===== src/mux_uart_pkg.sv =====
// Purpose: shared constants for the eight-line uart card
// Assumes: 200 MHz system clock, classic wishbone register access
// Notes: offsets are byte addresses of 32-bit words
package mux_uart_pkg;
	localparam int unsigned CLK_HZ = 200_000_000;
	localparam int unsigned BAUD_DEFAULT = 9600;
	localparam int unsigned NUM_LINES = 8;
	localparam int unsigned CNT_W = 16;

	// register map
	localparam logic [3:0] OFS_LINE_PARAM = 4'h0;
	localparam logic [3:0] OFS_LINE_AVAIL = 4'h4;
	localparam logic [3:0] OFS_IRQ_STATUS = 4'h8;
	localparam logic [3:0] OFS_IRQ_MASK = 4'hC;

	// line parameter fields and reset value (8 data bits, 1 stop, no parity)
	localparam int unsigned LPR_W = 6;
	localparam int unsigned LPR_LEN_LSB = 0;
	localparam int unsigned LPR_STOP_BIT = 2;
	localparam int unsigned LPR_PEN_BIT = 3;
	localparam int unsigned LPR_EVEN_BIT = 4;
	localparam logic [5:0] LPR_RESET = 6'h03;
	localparam logic [3:0] MIN_CHAR_LEN = 4'h5;

	// interrupt status / mask layout
	localparam int unsigned IRQ_W = 4;
	localparam int unsigned IRQ_AVAIL = 0;
	localparam int unsigned IRQ_OVERRUN = 1;
	localparam int unsigned IRQ_FRAMING = 2;
	localparam int unsigned IRQ_PARITY = 3;
	localparam logic [3:0] IRQ_MASK_RESET = 4'h0;

	typedef enum logic [4:0] {
		SER_IDLE = 5'h01,
		SER_START = 5'h02,
		SER_DATA = 5'h04,
		SER_PARITY = 5'h08,
		SER_STOP = 5'h10
	} ser_state_t;
endpackage


===== src/uart_line_if.sv =====
// Purpose: control and flag wires between the card logic and one uart
// Assumes: single clock domain
// Notes: enable and reset lines are active low as on the card
`timescale 1ns/1ps
`default_nettype none
interface uart_line_if;
	logic [7:0] tx_data;
	logic tx_strobe;
	logic rde_n;
	logic rda_n;
	logic [5:0] cfg_n;
	logic [7:0] rx_bus;
	logic avail;
	logic overrun;
	logic framing;
	logic parity;
	logic done;
	modport card (output tx_data, tx_strobe, rde_n, rda_n, cfg_n,
		input rx_bus, avail, overrun, framing, parity, done);
	modport line (input tx_data, tx_strobe, rde_n, rda_n, cfg_n,
		output rx_bus, avail, overrun, framing, parity, done);
endinterface
`default_nettype wire

===== src/multi_uart_line_select.sv =====
// Purpose: eight-uart line card with line-select decoding and flag selection
// Assumes: scanner inputs synchronous to CLK_SYS_I; two cards form sixteen lines
// Notes: unaddressed card holds status and data outputs at zero for or-ing
// Behaviour
// - transmit byte goes to all eight uarts; only the strobed one captures it
// - load strobes come from a one-of-eight decode of the 3-bit line code
// - received bytes share one wired-or bus, driven only when enable is low
// - the shared received byte bus is inverted before leaving the card
// - receive enable picked by one-of-eight decode of scanner's code
// - after acceptance the selected uart's avail reset is pulled low
// - avail flag rises when a whole character reaches the holding register
// - overrun flag rises when a new character lands before the old is read
// - framing flag rises when the stop bit is missing
// - parity flag rises when received parity disagrees with the setting
// - each of four flags selected from eight uarts by the scanner's code
// - selected flags of both cards are or-ed for one-of-sixteen selection
// - low six line parameter bits set uart format, delivered inverted
`timescale 1ns/1ps
`default_nettype none
module multi_uart_line_select #(
	parameter int unsigned BIT_CYCLES = mux_uart_pkg::CLK_HZ / mux_uart_pkg::BAUD_DEFAULT
) (
	input wire logic CLK_SYS_I,
	input wire logic RST_I,
	// wishbone classic slave
	input wire logic CYC_I,
	input wire logic STB_I,
	input wire logic WE_I,
	input wire logic [3:0] ADR_I,
	input wire logic [3:0] SEL_I,
	input wire logic [31:0] DAT_I,
	output logic [31:0] DAT_O,
	output logic ACK_O,
	output logic IRQ_O,
	// scanner side
	input wire logic CARD_ID_I,
	input wire logic [7:0] TX_DATA_I,
	input wire logic [3:0] TX_LINE_I,
	input wire logic TX_LOAD_I,
	input wire logic [3:0] RX_LINE_I,
	input wire logic RX_ACCEPT_I,
	output logic [7:0] RX_DATA_O,
	output logic RX_AVAIL_O,
	output logic RX_OVERRUN_O,
	output logic RX_FRAMING_O,
	output logic RX_PARITY_O,
	// serial lines
	input wire logic [7:0] SERIAL_RX_I,
	output logic [7:0] SERIAL_TX_O
);
	import mux_uart_pkg::*;

	logic [7:0] tx_strobe_q, tx_strobe_d, rde_n_q, rde_n_d, rda_n_q, rda_n_d;
	logic [7:0] tx_data_q;
	logic [5:0] lpr_q, lpr_d;
	logic [7:0] avail_v, ovr_v, fe_v, pe_v, done_v, serial_tx_v;
	logic [7:0] rx_bus_v [NUM_LINES];
	logic [7:0] bus_or;

	////////////////////////////////////////////////////////////////////
	// uart instances
	genvar gi;
	generate
		for (gi = 0; gi < NUM_LINES; gi++) begin : g_line
			uart_line_if lif();
			assign lif.tx_data = tx_data_q;
			assign lif.tx_strobe = tx_strobe_q[gi];
			assign lif.rde_n = rde_n_q[gi];
			assign lif.rda_n = rda_n_q[gi];
			assign lif.cfg_n = ~lpr_q;
			assign rx_bus_v[gi] = lif.rx_bus;
			assign avail_v[gi] = lif.avail;
			assign ovr_v[gi] = lif.overrun;
			assign fe_v[gi] = lif.framing;
			assign pe_v[gi] = lif.parity;
			assign done_v[gi] = lif.done;
			uart_line #(.BIT_CYCLES(BIT_CYCLES)) u_line (
				.clk_i(CLK_SYS_I),
				.rst_i(RST_I),
				.lif(lif.line),
				.serial_rx_i(SERIAL_RX_I[gi]),
				.serial_tx_o(serial_tx_v[gi])
			);
		end
	endgenerate

	////////////////////////////////////////////////////////////////////
	// line-select decoders
	logic rx_addr_q, rx_addr_d;
	logic [2:0] rx_sel_q, rx_sel_d;

	always_comb begin
		tx_strobe_d = 8'h00;
		rde_n_d = 8'hFF;
		rda_n_d = 8'hFF;
		rx_addr_d = RX_LINE_I[3] == CARD_ID_I;
		rx_sel_d = RX_LINE_I[2:0];
		// trigger and code come from the transmitter scanner
		if (TX_LOAD_I && TX_LINE_I[3] == CARD_ID_I) begin
			tx_strobe_d[TX_LINE_I[2:0]] = 1'b1;
		end
		if (rx_addr_d) begin
			rde_n_d[rx_sel_d] = 1'b0;
			rda_n_d[rx_sel_d] = ~RX_ACCEPT_I;
		end
	end

	always_ff @(posedge CLK_SYS_I) begin
		if (RST_I) begin
			tx_strobe_q <= 8'h00;
			tx_data_q <= 8'h00;
			rde_n_q <= 8'hFF;
			rda_n_q <= 8'hFF;
			rx_addr_q <= 1'b0;
			rx_sel_q <= 3'h0;
		end else begin
			tx_strobe_q <= tx_strobe_d;
			tx_data_q <= TX_DATA_I;
			rde_n_q <= rde_n_d;
			rda_n_q <= rda_n_d;
			rx_addr_q <= rx_addr_d;
			rx_sel_q <= rx_sel_d;
		end
	end

	////////////////////////////////////////////////////////////////////
	// shared receive bus and flag selectors
	always_comb begin
		bus_or = 8'h00;
		for (int i = 0; i < NUM_LINES; i++) begin
			bus_or = bus_or | rx_bus_v[i];
		end
	end

	logic [7:0] rx_data_d;
	logic rx_av_d, rx_or_d, rx_fe_d, rx_pe_d;
	always_comb begin
		// zero when unaddressed so the two cards' outputs can simply be or-ed
		rx_data_d = rx_addr_q ? ~bus_or : 8'h00;
		rx_av_d = rx_addr_q & avail_v[rx_sel_q];
		rx_or_d = rx_addr_q & ovr_v[rx_sel_q];
		rx_fe_d = rx_addr_q & fe_v[rx_sel_q];
		rx_pe_d = rx_addr_q & pe_v[rx_sel_q];
	end

	always_ff @(posedge CLK_SYS_I) begin
		if (RST_I) begin
			RX_DATA_O <= 8'h00;
			RX_AVAIL_O <= 1'b0;
			RX_OVERRUN_O <= 1'b0;
			RX_FRAMING_O <= 1'b0;
			RX_PARITY_O <= 1'b0;
			SERIAL_TX_O <= 8'hFF;
		end else begin
			RX_DATA_O <= rx_data_d;
			RX_AVAIL_O <= rx_av_d;
			RX_OVERRUN_O <= rx_or_d;
			RX_FRAMING_O <= rx_fe_d;
			RX_PARITY_O <= rx_pe_d;
			SERIAL_TX_O <= serial_tx_v;
		end
	end

	////////////////////////////////////////////////////////////////////
	// wishbone registers and interrupts
	logic ack_d, irq_d;
	logic [31:0] dat_d;
	logic [3:0] irq_st_q, irq_st_d, irq_mask_q, irq_mask_d, irq_ev;
	logic wr_take;

	assign irq_ev[IRQ_AVAIL] = |done_v;
	assign irq_ev[IRQ_OVERRUN] = |(done_v & ovr_v);
	assign irq_ev[IRQ_FRAMING] = |(done_v & fe_v);
	assign irq_ev[IRQ_PARITY] = |(done_v & pe_v);
	// the write lands on the edge where the master sees ack
	assign wr_take = CYC_I & STB_I & WE_I & ACK_O & SEL_I[0];

	always_comb begin
		ack_d = CYC_I & STB_I & ~ACK_O;
		lpr_d = lpr_q;
		irq_mask_d = irq_mask_q;
		irq_st_d = irq_st_q;
		dat_d = 32'h0000_0000;
		if (wr_take) begin
			unique case (ADR_I)
				OFS_LINE_PARAM: lpr_d = DAT_I[LPR_W-1:0];
				OFS_IRQ_STATUS: irq_st_d = irq_st_q & ~DAT_I[IRQ_W-1:0];
				OFS_IRQ_MASK: irq_mask_d = DAT_I[IRQ_W-1:0];
				default: ;
			endcase
		end
		// a new event wins over a clear in the same cycle
		irq_st_d = irq_st_d | irq_ev;
		if (ack_d) begin
			unique case (ADR_I)
				OFS_LINE_PARAM: dat_d = {26'h000_0000, lpr_q};
				OFS_LINE_AVAIL: dat_d = {24'h00_0000, avail_v};
				OFS_IRQ_STATUS: dat_d = {28'h000_0000, irq_st_q};
				OFS_IRQ_MASK: dat_d = {28'h000_0000, irq_mask_q};
				default: dat_d = 32'h0000_0000;
			endcase
		end
		irq_d = |(irq_st_q & irq_mask_q);
	end

	always_ff @(posedge CLK_SYS_I) begin
		if (RST_I) begin
			ACK_O <= 1'b0;
			DAT_O <= 32'h0000_0000;
			IRQ_O <= 1'b0;
			lpr_q <= LPR_RESET;
			irq_st_q <= 4'h0;
			irq_mask_q <= IRQ_MASK_RESET;
		end else begin
			ACK_O <= ack_d;
			DAT_O <= dat_d;
			IRQ_O <= irq_d;
			lpr_q <= lpr_d;
			irq_st_q <= irq_st_d;
			irq_mask_q <= irq_mask_d;
		end
	end

	////////////////////////////////////////////////////////////////////
	// checks
	AST_TX_ONE_STROBE: assert property (@(posedge CLK_SYS_I) disable iff (RST_I)
		$onehot0(tx_strobe_q)) else $error("more than one load strobe");
	AST_TX_STROBE_HIT: assert property (@(posedge CLK_SYS_I) disable iff (RST_I)
		(TX_LOAD_I && TX_LINE_I[3] == CARD_ID_I) |=> tx_strobe_q[$past(TX_LINE_I[2:0])])
		else $error("selected line not strobed");
	AST_RDE_ONE: assert property (@(posedge CLK_SYS_I) disable iff (RST_I)
		$onehot0(~rde_n_q) && (rx_addr_q || rde_n_q == 8'hFF)) else $error("bad receive enable");
	AST_RDA_PULSE: assert property (@(posedge CLK_SYS_I) disable iff (RST_I)
		(RX_ACCEPT_I && RX_LINE_I[3] == CARD_ID_I) |=> !rda_n_q[$past(RX_LINE_I[2:0])] ##1 1)
		else $error("avail reset not driven");
	AST_RX_INVERT: assert property (@(posedge CLK_SYS_I) disable iff (RST_I)
		rx_addr_q |=> RX_DATA_O == ~$past(bus_or)) else $error("receive bus not inverted");
	AST_IDLE_CARD: assert property (@(posedge CLK_SYS_I) disable iff (RST_I)
		!rx_addr_q |=> RX_DATA_O == 8'h00 && !RX_AVAIL_O && !RX_OVERRUN_O && !RX_FRAMING_O && !RX_PARITY_O)
		else $error("unaddressed card drives outputs");
	AST_FLAG_SELECT: assert property (@(posedge CLK_SYS_I) disable iff (RST_I)
		rx_addr_q |=> RX_AVAIL_O == $past(avail_v[rx_sel_q]) && RX_FRAMING_O == $past(fe_v[rx_sel_q]))
		else $error("wrong flag selected");
	AST_LPR_CFG: assert property (@(posedge CLK_SYS_I) disable iff (RST_I)
		(wr_take && ADR_I == OFS_LINE_PARAM) |=> g_line[0].lif.cfg_n == ~$past(DAT_I[5:0]))
		else $error("format not delivered inverted");
	AST_ACK_ONE: assert property (@(posedge CLK_SYS_I) disable iff (RST_I)
		ACK_O |=> !ACK_O) else $error("ack held two cycles");
	AST_IRQ: assert property (@(posedge CLK_SYS_I) disable iff (RST_I)
		|(irq_st_q & irq_mask_q) |=> IRQ_O) else $error("interrupt not raised");
	AST_IRQ_LOW: assert property (@(posedge CLK_SYS_I) disable iff (RST_I)
		!(|(irq_st_q & irq_mask_q)) |=> !IRQ_O) else $error("interrupt without masked status");
	AST_ACK_RESP: assert property (@(posedge CLK_SYS_I) disable iff (RST_I)
		(CYC_I && STB_I && !ACK_O) |=> ACK_O) else $error("request not acknowledged");
	AST_ACK_NO_REQ: assert property (@(posedge CLK_SYS_I) disable iff (RST_I)
		!(CYC_I && STB_I) |=> !ACK_O) else $error("ack without request");
	AST_DAT_IDLE: assert property (@(posedge CLK_SYS_I) disable iff (RST_I)
		!ACK_O |-> DAT_O == 32'h0000_0000) else $error("read data outside ack");
	AST_STATUS_SET: assert property (@(posedge CLK_SYS_I) disable iff (RST_I)
		|irq_ev |=> (irq_st_q & $past(irq_ev)) == $past(irq_ev)) else $error("event lost to clear");
	AST_MASK_WRITE: assert property (@(posedge CLK_SYS_I) disable iff (RST_I)
		(wr_take && ADR_I == OFS_IRQ_MASK) |=> irq_mask_q == $past(DAT_I[3:0])) else $error("mask not written");
	AST_LPR_KEEP: assert property (@(posedge CLK_SYS_I) disable iff (RST_I)
		!(wr_take && ADR_I == OFS_LINE_PARAM) |=> lpr_q == $past(lpr_q)) else $error("format changed");
	AST_TX_NO_STROBE: assert property (@(posedge CLK_SYS_I) disable iff (RST_I)
		!(TX_LOAD_I && TX_LINE_I[3] == CARD_ID_I) |=> tx_strobe_q == 8'h00) else $error("stray strobe");
	AST_RDA_IDLE: assert property (@(posedge CLK_SYS_I) disable iff (RST_I)
		!RX_ACCEPT_I |=> rda_n_q == 8'hFF) else $error("stray avail reset");
	AST_RDE_SEL: assert property (@(posedge CLK_SYS_I) disable iff (RST_I)
		rx_addr_q |-> !rde_n_q[rx_sel_q]) else $error("selected line not enabled");
	AST_OVR_SELECT: assert property (@(posedge CLK_SYS_I) disable iff (RST_I)
		rx_addr_q |=> RX_OVERRUN_O == $past(ovr_v[rx_sel_q]) && RX_PARITY_O == $past(pe_v[rx_sel_q]))
		else $error("wrong error flag selected");
endmodule
`default_nettype wire


===== src/uart_line.sv =====
// Purpose: one uart with transmit and receive holding registers
// Assumes: serial input already synchronous to the clock
// Notes: configuration arrives inverted and is restored here
`timescale 1ns/1ps
`default_nettype none
module uart_line #(
	parameter int unsigned BIT_CYCLES = 16
) (
	input wire logic clk_i,
	input wire logic rst_i,
	uart_line_if.line lif,
	input wire logic serial_rx_i,
	output logic serial_tx_o
);
	import mux_uart_pkg::*;
	localparam logic [15:0] BIT_LAST = 16'(BIT_CYCLES - 1);
	localparam logic [15:0] HALF_LAST = 16'(BIT_CYCLES / 2);

	logic [5:0] cfg;
	logic [3:0] char_len;
	assign cfg = ~lif.cfg_n;
	assign char_len = MIN_CHAR_LEN + {2'b00, cfg[LPR_LEN_LSB +: 2]};

	////////////////////////////////////////////////////////////////////
	// transmitter
	ser_state_t tx_st_q, tx_st_d;
	logic [7:0] tx_hold_q, tx_hold_d, tx_sh_q, tx_sh_d;
	logic tx_full_q, tx_full_d, tx_out_q, tx_out_d, tx_par_q, tx_par_d, tx_stop2_q, tx_stop2_d;
	logic [15:0] tx_cnt_q, tx_cnt_d;
	logic [3:0] tx_bit_q, tx_bit_d;

	always_comb begin
		tx_st_d = tx_st_q;
		tx_hold_d = tx_hold_q;
		tx_sh_d = tx_sh_q;
		tx_full_d = tx_full_q;
		tx_par_d = tx_par_q;
		tx_stop2_d = tx_stop2_q;
		tx_bit_d = tx_bit_q;
		tx_cnt_d = (tx_cnt_q == 16'h0000) ? BIT_LAST : tx_cnt_q - 16'h0001;
		tx_out_d = 1'b1;
		unique case (tx_st_q)
			SER_IDLE: begin
				tx_cnt_d = BIT_LAST;
				if (tx_full_q) begin
					tx_sh_d = tx_hold_q;
					tx_full_d = 1'b0;
					tx_par_d = 1'b0;
					tx_st_d = SER_START;
					tx_out_d = 1'b0;
				end
			end
			SER_START: begin
				tx_out_d = 1'b0;
				if (tx_cnt_q == 16'h0000) begin
					tx_st_d = SER_DATA;
					tx_bit_d = 4'h0;
					tx_out_d = tx_sh_q[0];
				end
			end
			SER_DATA: begin
				tx_out_d = tx_sh_q[0];
				if (tx_cnt_q == 16'h0000) begin
					tx_par_d = tx_par_q ^ tx_sh_q[0];
					tx_sh_d = {1'b0, tx_sh_q[7:1]};
					tx_bit_d = tx_bit_q + 4'h1;
					tx_stop2_d = cfg[LPR_STOP_BIT];
					if (tx_bit_q == char_len - 4'h1) begin
						tx_st_d = cfg[LPR_PEN_BIT] ? SER_PARITY : SER_STOP;
						tx_out_d = cfg[LPR_PEN_BIT] ? ~(tx_par_d ^ cfg[LPR_EVEN_BIT]) : 1'b1;
					end else begin
						tx_out_d = tx_sh_q[1];
					end
				end
			end
			SER_PARITY: begin
				// even: bit makes the total even; odd: complement
				tx_out_d = ~(tx_par_q ^ cfg[LPR_EVEN_BIT]);
				if (tx_cnt_q == 16'h0000) begin
					tx_st_d = SER_STOP;
					tx_out_d = 1'b1;
				end
			end
			SER_STOP: begin
				if (tx_cnt_q == 16'h0000) begin
					tx_stop2_d = 1'b0;
					tx_st_d = tx_stop2_q ? SER_STOP : SER_IDLE;
				end
			end
		endcase
		// capture after the move so a strobe in the move cycle is kept
		if (lif.tx_strobe) begin
			tx_hold_d = lif.tx_data;
			tx_full_d = 1'b1;
		end
	end

	always_ff @(posedge clk_i) begin
		if (rst_i) begin
			tx_st_q <= SER_IDLE;
			tx_hold_q <= 8'h00;
			tx_sh_q <= 8'h00;
			tx_full_q <= 1'b0;
			tx_out_q <= 1'b1;
			tx_par_q <= 1'b0;
			tx_stop2_q <= 1'b0;
			tx_cnt_q <= 16'h0000;
			tx_bit_q <= 4'h0;
		end else begin
			tx_st_q <= tx_st_d;
			tx_hold_q <= tx_hold_d;
			tx_sh_q <= tx_sh_d;
			tx_full_q <= tx_full_d;
			tx_out_q <= tx_out_d;
			tx_par_q <= tx_par_d;
			tx_stop2_q <= tx_stop2_d;
			tx_cnt_q <= tx_cnt_d;
			tx_bit_q <= tx_bit_d;
		end
	end
	assign serial_tx_o = tx_out_q;

	////////////////////////////////////////////////////////////////////
	// receiver
	ser_state_t rx_st_q, rx_st_d;
	logic [7:0] rx_sh_q, rx_sh_d, rx_hold_q, rx_hold_d;
	logic [15:0] rx_cnt_q, rx_cnt_d;
	logic [3:0] rx_bit_q, rx_bit_d;
	logic rx_par_q, rx_par_d, rx_perr_q, rx_perr_d;
	logic da_q, da_d, or_q, or_d, fe_q, fe_d, pe_q, pe_d, done_q, done_d;

	always_comb begin
		rx_st_d = rx_st_q;
		rx_sh_d = rx_sh_q;
		rx_hold_d = rx_hold_q;
		rx_bit_d = rx_bit_q;
		rx_par_d = rx_par_q;
		rx_perr_d = rx_perr_q;
		or_d = or_q;
		fe_d = fe_q;
		pe_d = pe_q;
		done_d = 1'b0;
		rx_cnt_d = (rx_cnt_q == 16'h0000) ? BIT_LAST : rx_cnt_q - 16'h0001;
		da_d = da_q & lif.rda_n;
		unique case (rx_st_q)
			SER_IDLE: begin
				rx_cnt_d = HALF_LAST;
				if (!serial_rx_i) begin
					rx_st_d = SER_START;
				end
			end
			SER_START: begin
				if (rx_cnt_q == 16'h0000) begin
					rx_st_d = serial_rx_i ? SER_IDLE : SER_DATA;
					rx_bit_d = 4'h0;
					rx_par_d = 1'b0;
					rx_sh_d = 8'h00;
				end
			end
			SER_DATA: begin
				if (rx_cnt_q == 16'h0000) begin
					rx_sh_d[rx_bit_q[2:0]] = serial_rx_i;
					rx_par_d = rx_par_q ^ serial_rx_i;
					rx_bit_d = rx_bit_q + 4'h1;
					rx_perr_d = 1'b0;
					if (rx_bit_q == char_len - 4'h1) begin
						rx_st_d = cfg[LPR_PEN_BIT] ? SER_PARITY : SER_STOP;
					end
				end
			end
			SER_PARITY: begin
				if (rx_cnt_q == 16'h0000) begin
					rx_perr_d = (rx_par_q ^ serial_rx_i) == cfg[LPR_EVEN_BIT];
					rx_st_d = SER_STOP;
				end
			end
			SER_STOP: begin
				if (rx_cnt_q == 16'h0000) begin
					rx_st_d = SER_IDLE;
					rx_hold_d = rx_sh_q;
					done_d = 1'b1;
					or_d = da_q & lif.rda_n;
					fe_d = ~serial_rx_i;
					pe_d = rx_perr_q;
					da_d = 1'b1;
				end
			end
		endcase
	end

	always_ff @(posedge clk_i) begin
		if (rst_i) begin
			rx_st_q <= SER_IDLE;
			rx_sh_q <= 8'h00;
			rx_hold_q <= 8'h00;
			rx_cnt_q <= 16'h0000;
			rx_bit_q <= 4'h0;
			rx_par_q <= 1'b0;
			rx_perr_q <= 1'b0;
			da_q <= 1'b0;
			or_q <= 1'b0;
			fe_q <= 1'b0;
			pe_q <= 1'b0;
			done_q <= 1'b0;
		end else begin
			rx_st_q <= rx_st_d;
			rx_sh_q <= rx_sh_d;
			rx_hold_q <= rx_hold_d;
			rx_cnt_q <= rx_cnt_d;
			rx_bit_q <= rx_bit_d;
			rx_par_q <= rx_par_d;
			rx_perr_q <= rx_perr_d;
			da_q <= da_d;
			or_q <= or_d;
			fe_q <= fe_d;
			pe_q <= pe_d;
			done_q <= done_d;
		end
	end

	// drivers are active low onto the wired bus, so contribute the complement
	assign lif.rx_bus = lif.rde_n ? 8'h00 : ~rx_hold_q;
	assign lif.avail = da_q;
	assign lif.overrun = or_q;
	assign lif.framing = fe_q;
	assign lif.parity = pe_q;
	assign lif.done = done_q;

	AST_DA_ON_DONE: assert property (@(posedge clk_i) disable iff (rst_i)
		done_q |-> da_q && rx_st_q == SER_IDLE) else $error("char done without avail flag");
	AST_OVERRUN: assert property (@(posedge clk_i) disable iff (rst_i)
		(rx_st_q == SER_STOP && rx_cnt_q == 16'h0000 && da_q && lif.rda_n) |=> or_q && done_q)
		else $error("overrun not flagged");
endmodule
`default_nettype wire


===== config.mk =====
export PLATFORM = sky130hd
export DESIGN_NAME = multi_uart_line_select
export DESIGN_NICKNAME = d
export VERILOG_FILES = /design/src/mux_uart_pkg.sv /design/src/uart_line_if.sv /design/src/multi_uart_line_select.sv /design/src/uart_line.sv
export SDC_FILE = /design/constraint.sdc
export NUM_CORES = 2
export LEC_CHECK = 0
export BUFFER_PORTS_ARGS = -buffer_cell sky130_fd_sc_hd__buf_2
export CORE_UTILIZATION = 40
export DETAILED_ROUTE_END_ITERATION = 10
export PLACE_DENSITY = 0.62
export SYNTH_ARGS = -nofsm -noshare
export SYNTH_HDL_FRONTEND = slang
export SYNTH_SLANG_ARGS = --single-unit

===== constraint.sdc =====
create_clock -name CLK_SYS_I -period 3.75 [get_ports CLK_SYS_I]
set_input_delay 0.75 -clock CLK_SYS_I [delete_from_list [all_inputs] [get_ports CLK_SYS_I]]
set_output_delay 0.75 -clock CLK_SYS_I [all_outputs]
set_load 0.005 [all_outputs]

Word-level counts from Yosys, hierarchy flattened. Cells that the tools add are included.

Bits of input ports: 72. Bits in registers: 848.

Order comparisons: 21. Bitwise logic cells: 114. Mux-type cells: 488. Equality and inequality tests: 205. Reductions and logical operators: 183. Add/subtract/negate cells: 34.

Operators by type and width (count): $mux W5 (105); $pmux W5 S5 (16); $mux W15 (24); $mux W8 (40); $logic_not A16 Y1 (16); $pmux W8 S2 (16); $sub A16 B1 Y16 const B (16); $ne A2 B1 Y1 const B (88); $mux W1 (158); $mux W4 (34); $pmux W4 S2 (16); $reduce_and A3 Y1 (40); $mux W14 (8); $reduce_and A6 Y1 (16); $reduce_bool A2 Y1 (48); $eq A5 B1 Y1 const B (16); $eq A5 B2 Y1 const B (16); $eq A5 B3 Y1 const B (16); $eq A5 B4 Y1 const B (16); $eq A5 B5 Y1 const B (16); $not A8 Y8 (10); $add A4 B1 Y4 const B (16); $bwmux W8 (8); $eq A4 B4 Y1 (16); other kinds (30) (274).

Logic depth before layout (Yosys ltp).
Word-level depth: 10. Mapped depth: 11. Gate-level depth less buffers: 8.

By module. Synthesis repeated with hierarchy kept, for this count alone.

Cells, all modules: 4538. Area, all modules: 38745.9 um^2.

By module, submodules not included: uart_line at g_line[0].u_line ... (cells each 529, area each 4496.8 um^2, times used 2); uart_line at g_line[1].u_line ... (cells each 529, area each 4453.0 um^2, times used 2); uart_line at g_line[6].u_line (cells each 537, area each 4466.8 um^2, times used 1); uart_line at g_line[2].u_line (cells each 544, area each 4438.0 um^2, times used 1); uart_line at g_line[5].u_line (cells each 522, area each 4307.9 um^2, times used 1); uart_line at g_line[7].u_line (cells each 514, area each 4301.6 um^2, times used 1); multi_uart_line_select (cells each 305, area each 3331.9 um^2, times used 1).

Worst setup path before layout. No wires, ideal clock.

Kind: register to register. From: register g_line[5].u_line.tx_cnt_q[0]. To: register g_line[5].u_line.tx_sh_q[3]. Path slack: 865 ps. Arrival: 2794 ps. Period minus slack after synthesis: 2885 ps. Stages on the path, launching flop included: 11. Data required time: 3659 ps. Buffers on the path: 2. Library setup time: 91 ps. Cells stage by stage: dfxtp_1 inv_1 ha_1 or3b_2 or4b_1 clkbuf_1 or3_1 a21boi_1 buf_2 nor2_1 a311oi_1.

Word-level cells in the longest chain between the ends: 3.

Ends and longest elaborated chain: start, declared (RTL line uart_line.sv:29) `logic [15:0] tx_cnt_q, tx_cnt_d;`; start signal, assigned (RTL line uart_line.sv:117) `tx_cnt_q <= tx_cnt_d;`; $logic_not A16 Y1 (RTL line uart_line.sv:63) `if (tx_cnt_q == 16'h0000) begin`; $ne A2 B1 Y1 (no line); $reduce_and A3 Y1 (no line); end signal, assigned (RTL line uart_line.sv:112) `tx_sh_q <= tx_sh_d;`; end, declared (RTL line uart_line.sv:27) `logic [7:0] tx_hold_q, tx_hold_d, tx_sh_q, tx_sh_d;`.

Every way passes these cells. A chain may end at the register's enable or synchronous reset.

Worst setup path after layout.
From: register g_line[5].u_line.tx_cnt_q[0]. To: register g_line[5].u_line.tx_st_q[3].

Word-level cells in the longest chain between the ends: 3.

Ends and longest elaborated chain: $logic_not A16 Y1 (*); $ne A2 B1 Y1 (no line); $reduce_and A6 Y1 (no line) (*); end signal, assigned (RTL line uart_line.sv:110) `tx_st_q <= tx_st_d;`; end, declared (RTL line uart_line.sv:26) `ser_state_t tx_st_q, tx_st_d;`.

Every way passes the cells marked *; elsewhere a longest branch is shown, timed or not.

==> results.md <==
- Status: finished, final reports clean
- PostCTS Resize Cnt: 0
- CTS buffer count: 91
- Synthesized area: 36800 um2
- Final Routed Wirelength: 89200 um
- Worst path bufs/invs: 1
- DP Worst Slack: 853 ps
- Syn Area/Cell: 8.43 um2
- Tot GR Track Use: 18.8%
- Final HPWL DP: 60200 um
- Simple-Gate Fraction of Synth Area: 25.1%
- TNS Setup: 0 ps
- Post-synth ARST share: 0%
- Grt ovf: 0
- Routability cong.: 0.839
- Worst slew pin tran: 992 ps
- Row count: 110
- Via Count: 30171
- Maximum vdd ir drop: 308 uV
- CTS sink cnt: 824
- Final ANT Viol Nets: 0
- Max-Cap Viols: 0
- Post-CTS Setup Inserts: 0
- Endpoints failing setup: 0
- Clk_lat worst skew: 650 ps
- Yosys cell types: 83
- Vias/cell: 5.41
- Final Slew Violations: 0
- Gate Count Post-Synth: 4368
- CTS tree: built
- IO Port Bufs: 72
- RSZ-0062 raised after global routing: false
- Hold slack: 314 ps
- # IOs: 126
- CP Class: reg2reg
- Post-route DRC: 0
- Crit path time final: 2950 ps
- Hold WC Path Type: in2reg
- CTS max path bufs: 3
- H-tree lvl count: 3
- Wire per inst: 16.0 um
- CP Cell Sequence: inv_1 > ha_1 > or3b_2 > or4b_1 > nor3_2 > o21ai_0 > or3_1 > a21oi_1
- Crit-path slowest cell: or4b_1
- Placed cell areas: 38000 um2
- Register area share after synthesis: 44.8%
- Crit-path leading delay family: simple AND/OR/NAND/NOR gates
- Layout cells sized above 1: 7.69%
- Seq cells post-synth: 824
- Final instance area: 41100 um2
- Core Box Area: 90600 um2
- P&R area growth vs syn: 11.8%
- Clock skew: 27.6 ps
- CP Max Fanout: 8
- Die Area: 93300 um2
- Largest family of logic cells by synthesized area: simple AND/OR/NAND/NOR gates
- Die width: 305 um
- Worst slew margin: 32.9%
- Final Hold Viols: 0
- Root Driver: clkbuf_16
- Hold_buf cts: 0
- Antenna violations before repair: 14
- Peak Freq: 339 MHz
- Setup crit end kind: flop
- Worst EP arrival: 3520 ps
- Synth warn: 0
- Post-route insts no fill: 5573
- Setup crit start kind: flop
- CP max stage delay: 610 ps
- Leak pwr: 0.0148 uW
- DP Cell Count: 5407
- Post-synth EDFFs: 0
- Initial Utilization: 40.7%
- Most common flop cell mapped by yosys: dfxtp_1
- Starting DRC count in detailed routing: 2177
- Final setup margin: 799 ps
- Vias in the first global route: 27827
- Detailed-router iteration count before antenna repair: 5
- Number of fill cells: 8845
- P per Cell Area: 673 nW/um2
- Number of nets in the layout: 4438
- Post-synthesis adder-cell area fraction: 1.43%
- CP required: 4310 ps
- Xor/xnor cell area share of the yosys netlist: 6.49%
- Largest net degree at the start of global routing: 111
- Mux contribution to synthesized area: 5.07%
- Clock Pin Slew Worst Setup and Hold Paths: 60 ps
- Die Y: 305 um
- Post-synthesis compound-gate area fraction: 13.3%
- Fin crit share: 78.7%
- Global-route wire length before repair: 147000 um
==> layout by cell type (no fill, tap or decap), drive strengths merged, types with 13 or more instances in the layout <==
cell type and count:
nand2b 36, buf 122, nor3b 29, ha 42, nor4b 34, o31ai 24
nand3b 51, clkinv 17, nor3 151, conb 24, nand4 29, o221ai 13
a21oi 317, nand3 118, or2 29, a311oi 46, dfxtp 824, xnor2 155
o211ai 32, inv 68, or4 42, xor2 118, o21ai 150, and2 20
nor2b 38, o22ai 32, a31oi 33, a211oi 20, nor2 647, nand2 476
mux2i 154, nor4 59, clkbuf 133, and3b 16, and3 41, or3 69
a22oi 22
==> registers in the layout, summed over array words and instances, names as in the netlist, 32 cells and up <==
| register | cells |
|---|---|
| g_line.u_line.tx_bit_q | 32 |
| g_line.u_line.tx_st_q | 40 |
| g_line.u_line.rx_bit_q | 32 |
| g_line.u_line.rx_sh_q | 64 |
| g_line.u_line.rx_hold_q | 64 |
| g_line.u_line.tx_sh_q | 64 |
| g_line.u_line.tx_cnt_q | 128 |
| g_line.u_line.tx_hold_q | 64 |
| g_line.u_line.rx_st_q | 40 |
| g_line.u_line.rx_cnt_q | 128 |
==> final cells by class <==
cell class                      count  area [um2]  area share [%]
Multi-Input combinational cell   3219       19000            46.2
Tap cell                         1176        1470            3.58
Sequential cell                   824       16500            40.1
Inverter                           66         250           0.608
Antenna cell                        2        5.00          0.0122
Clock buffer                      133        2720            6.61
Timing Repair Buffer              122         783            1.90
Clock inverter                     31         407           0.988
==> kinds of logic (layout without fill, tap and decap cells) <==
group / after synthesis / count (layout)
compound gates: 790 / 790
xor+xnor: 273 / 273
fa+ha+maj: 42 / 42
buf+inv: 348 / 352
flops: 824 / 824
mux: 171 / 171
other cells: 1 / 26
simple gates: 1919 / 1919
==> cell usage after synthesis, types with 33 or more instances <==
cell,number,area (um2)
dfxtp_1,824,16500
nor2_1,647,2430
nand2_1,476,1790
a21oi_1,317,1590
clkbuf_1,226,848
xnor2_1,155,1360
mux2i_1,154,1540
nor3_1,150,751
o21ai_0,144,721
nand3_1,118,591
xor2_1,118,1030
or3_1,68,425
inv_1,66,248
nor4_1,58,363
nand3b_1,51,383
a311oi_1,46,403
ha_1,42,526
or4_1,42,315
and3_1,41,257
nor2b_1,38,238
nand2b_1,36,225
nor4b_1,34,298
a31oi_1,33,206
==> metrics by stage <==
stage | utilization, % | total power (uW)
2_1_floorplan | - | 17100
3_3_place_gp | 42.0 | 18500
3_5_place_dp | 42.0 | 18600
4_1_cts | 45.4 | 28000
5_1_grt | 45.4 | 29500
6_report | 45.4 | 27700
==> layer usage <==
layer / global-route usage [%] / vias up / wire (um)
met5: 0 / - / 81
met4: 4.77 / 12 / 1540
met3: 3.51 / 133 / 4560
met2: 29.3 / 615 / 39400
met1: 26.5 / 14193 / 43600
li1: - / 15218 / -
==> final timing paths <==
kind	startpoint	to	slack (ps)	cells after the start
max	g_line[5].u_line.tx_cnt_q[0]	g_line[5].u_line.tx_st_q[3]	800	8
min	TX_DATA_I[1]	g_line[0].lif.tx_data[1]	310	2
max reg2reg	g_line[5].u_line.tx_cnt_q[0]	g_line[5].u_line.tx_st_q[3]	800	8
min reg2reg	g_line[4].u_line.serial_tx_o	SERIAL_TX_O[4]	420	1
==> where the power goes <==
| part | switching (uW) | internal, uW | total (uW) | leakage (uW) |
|---|---|---|---|---|
| registers | 1220 | 9980 | 11200 | 0.00670 |
| clock network | 3630 | 5580 | 9210 | 0.00154 |
| logic | 4130 | 3160 | 7290 | 0.00652 |
Note: power is estimated with default switching activity, not from simulation.
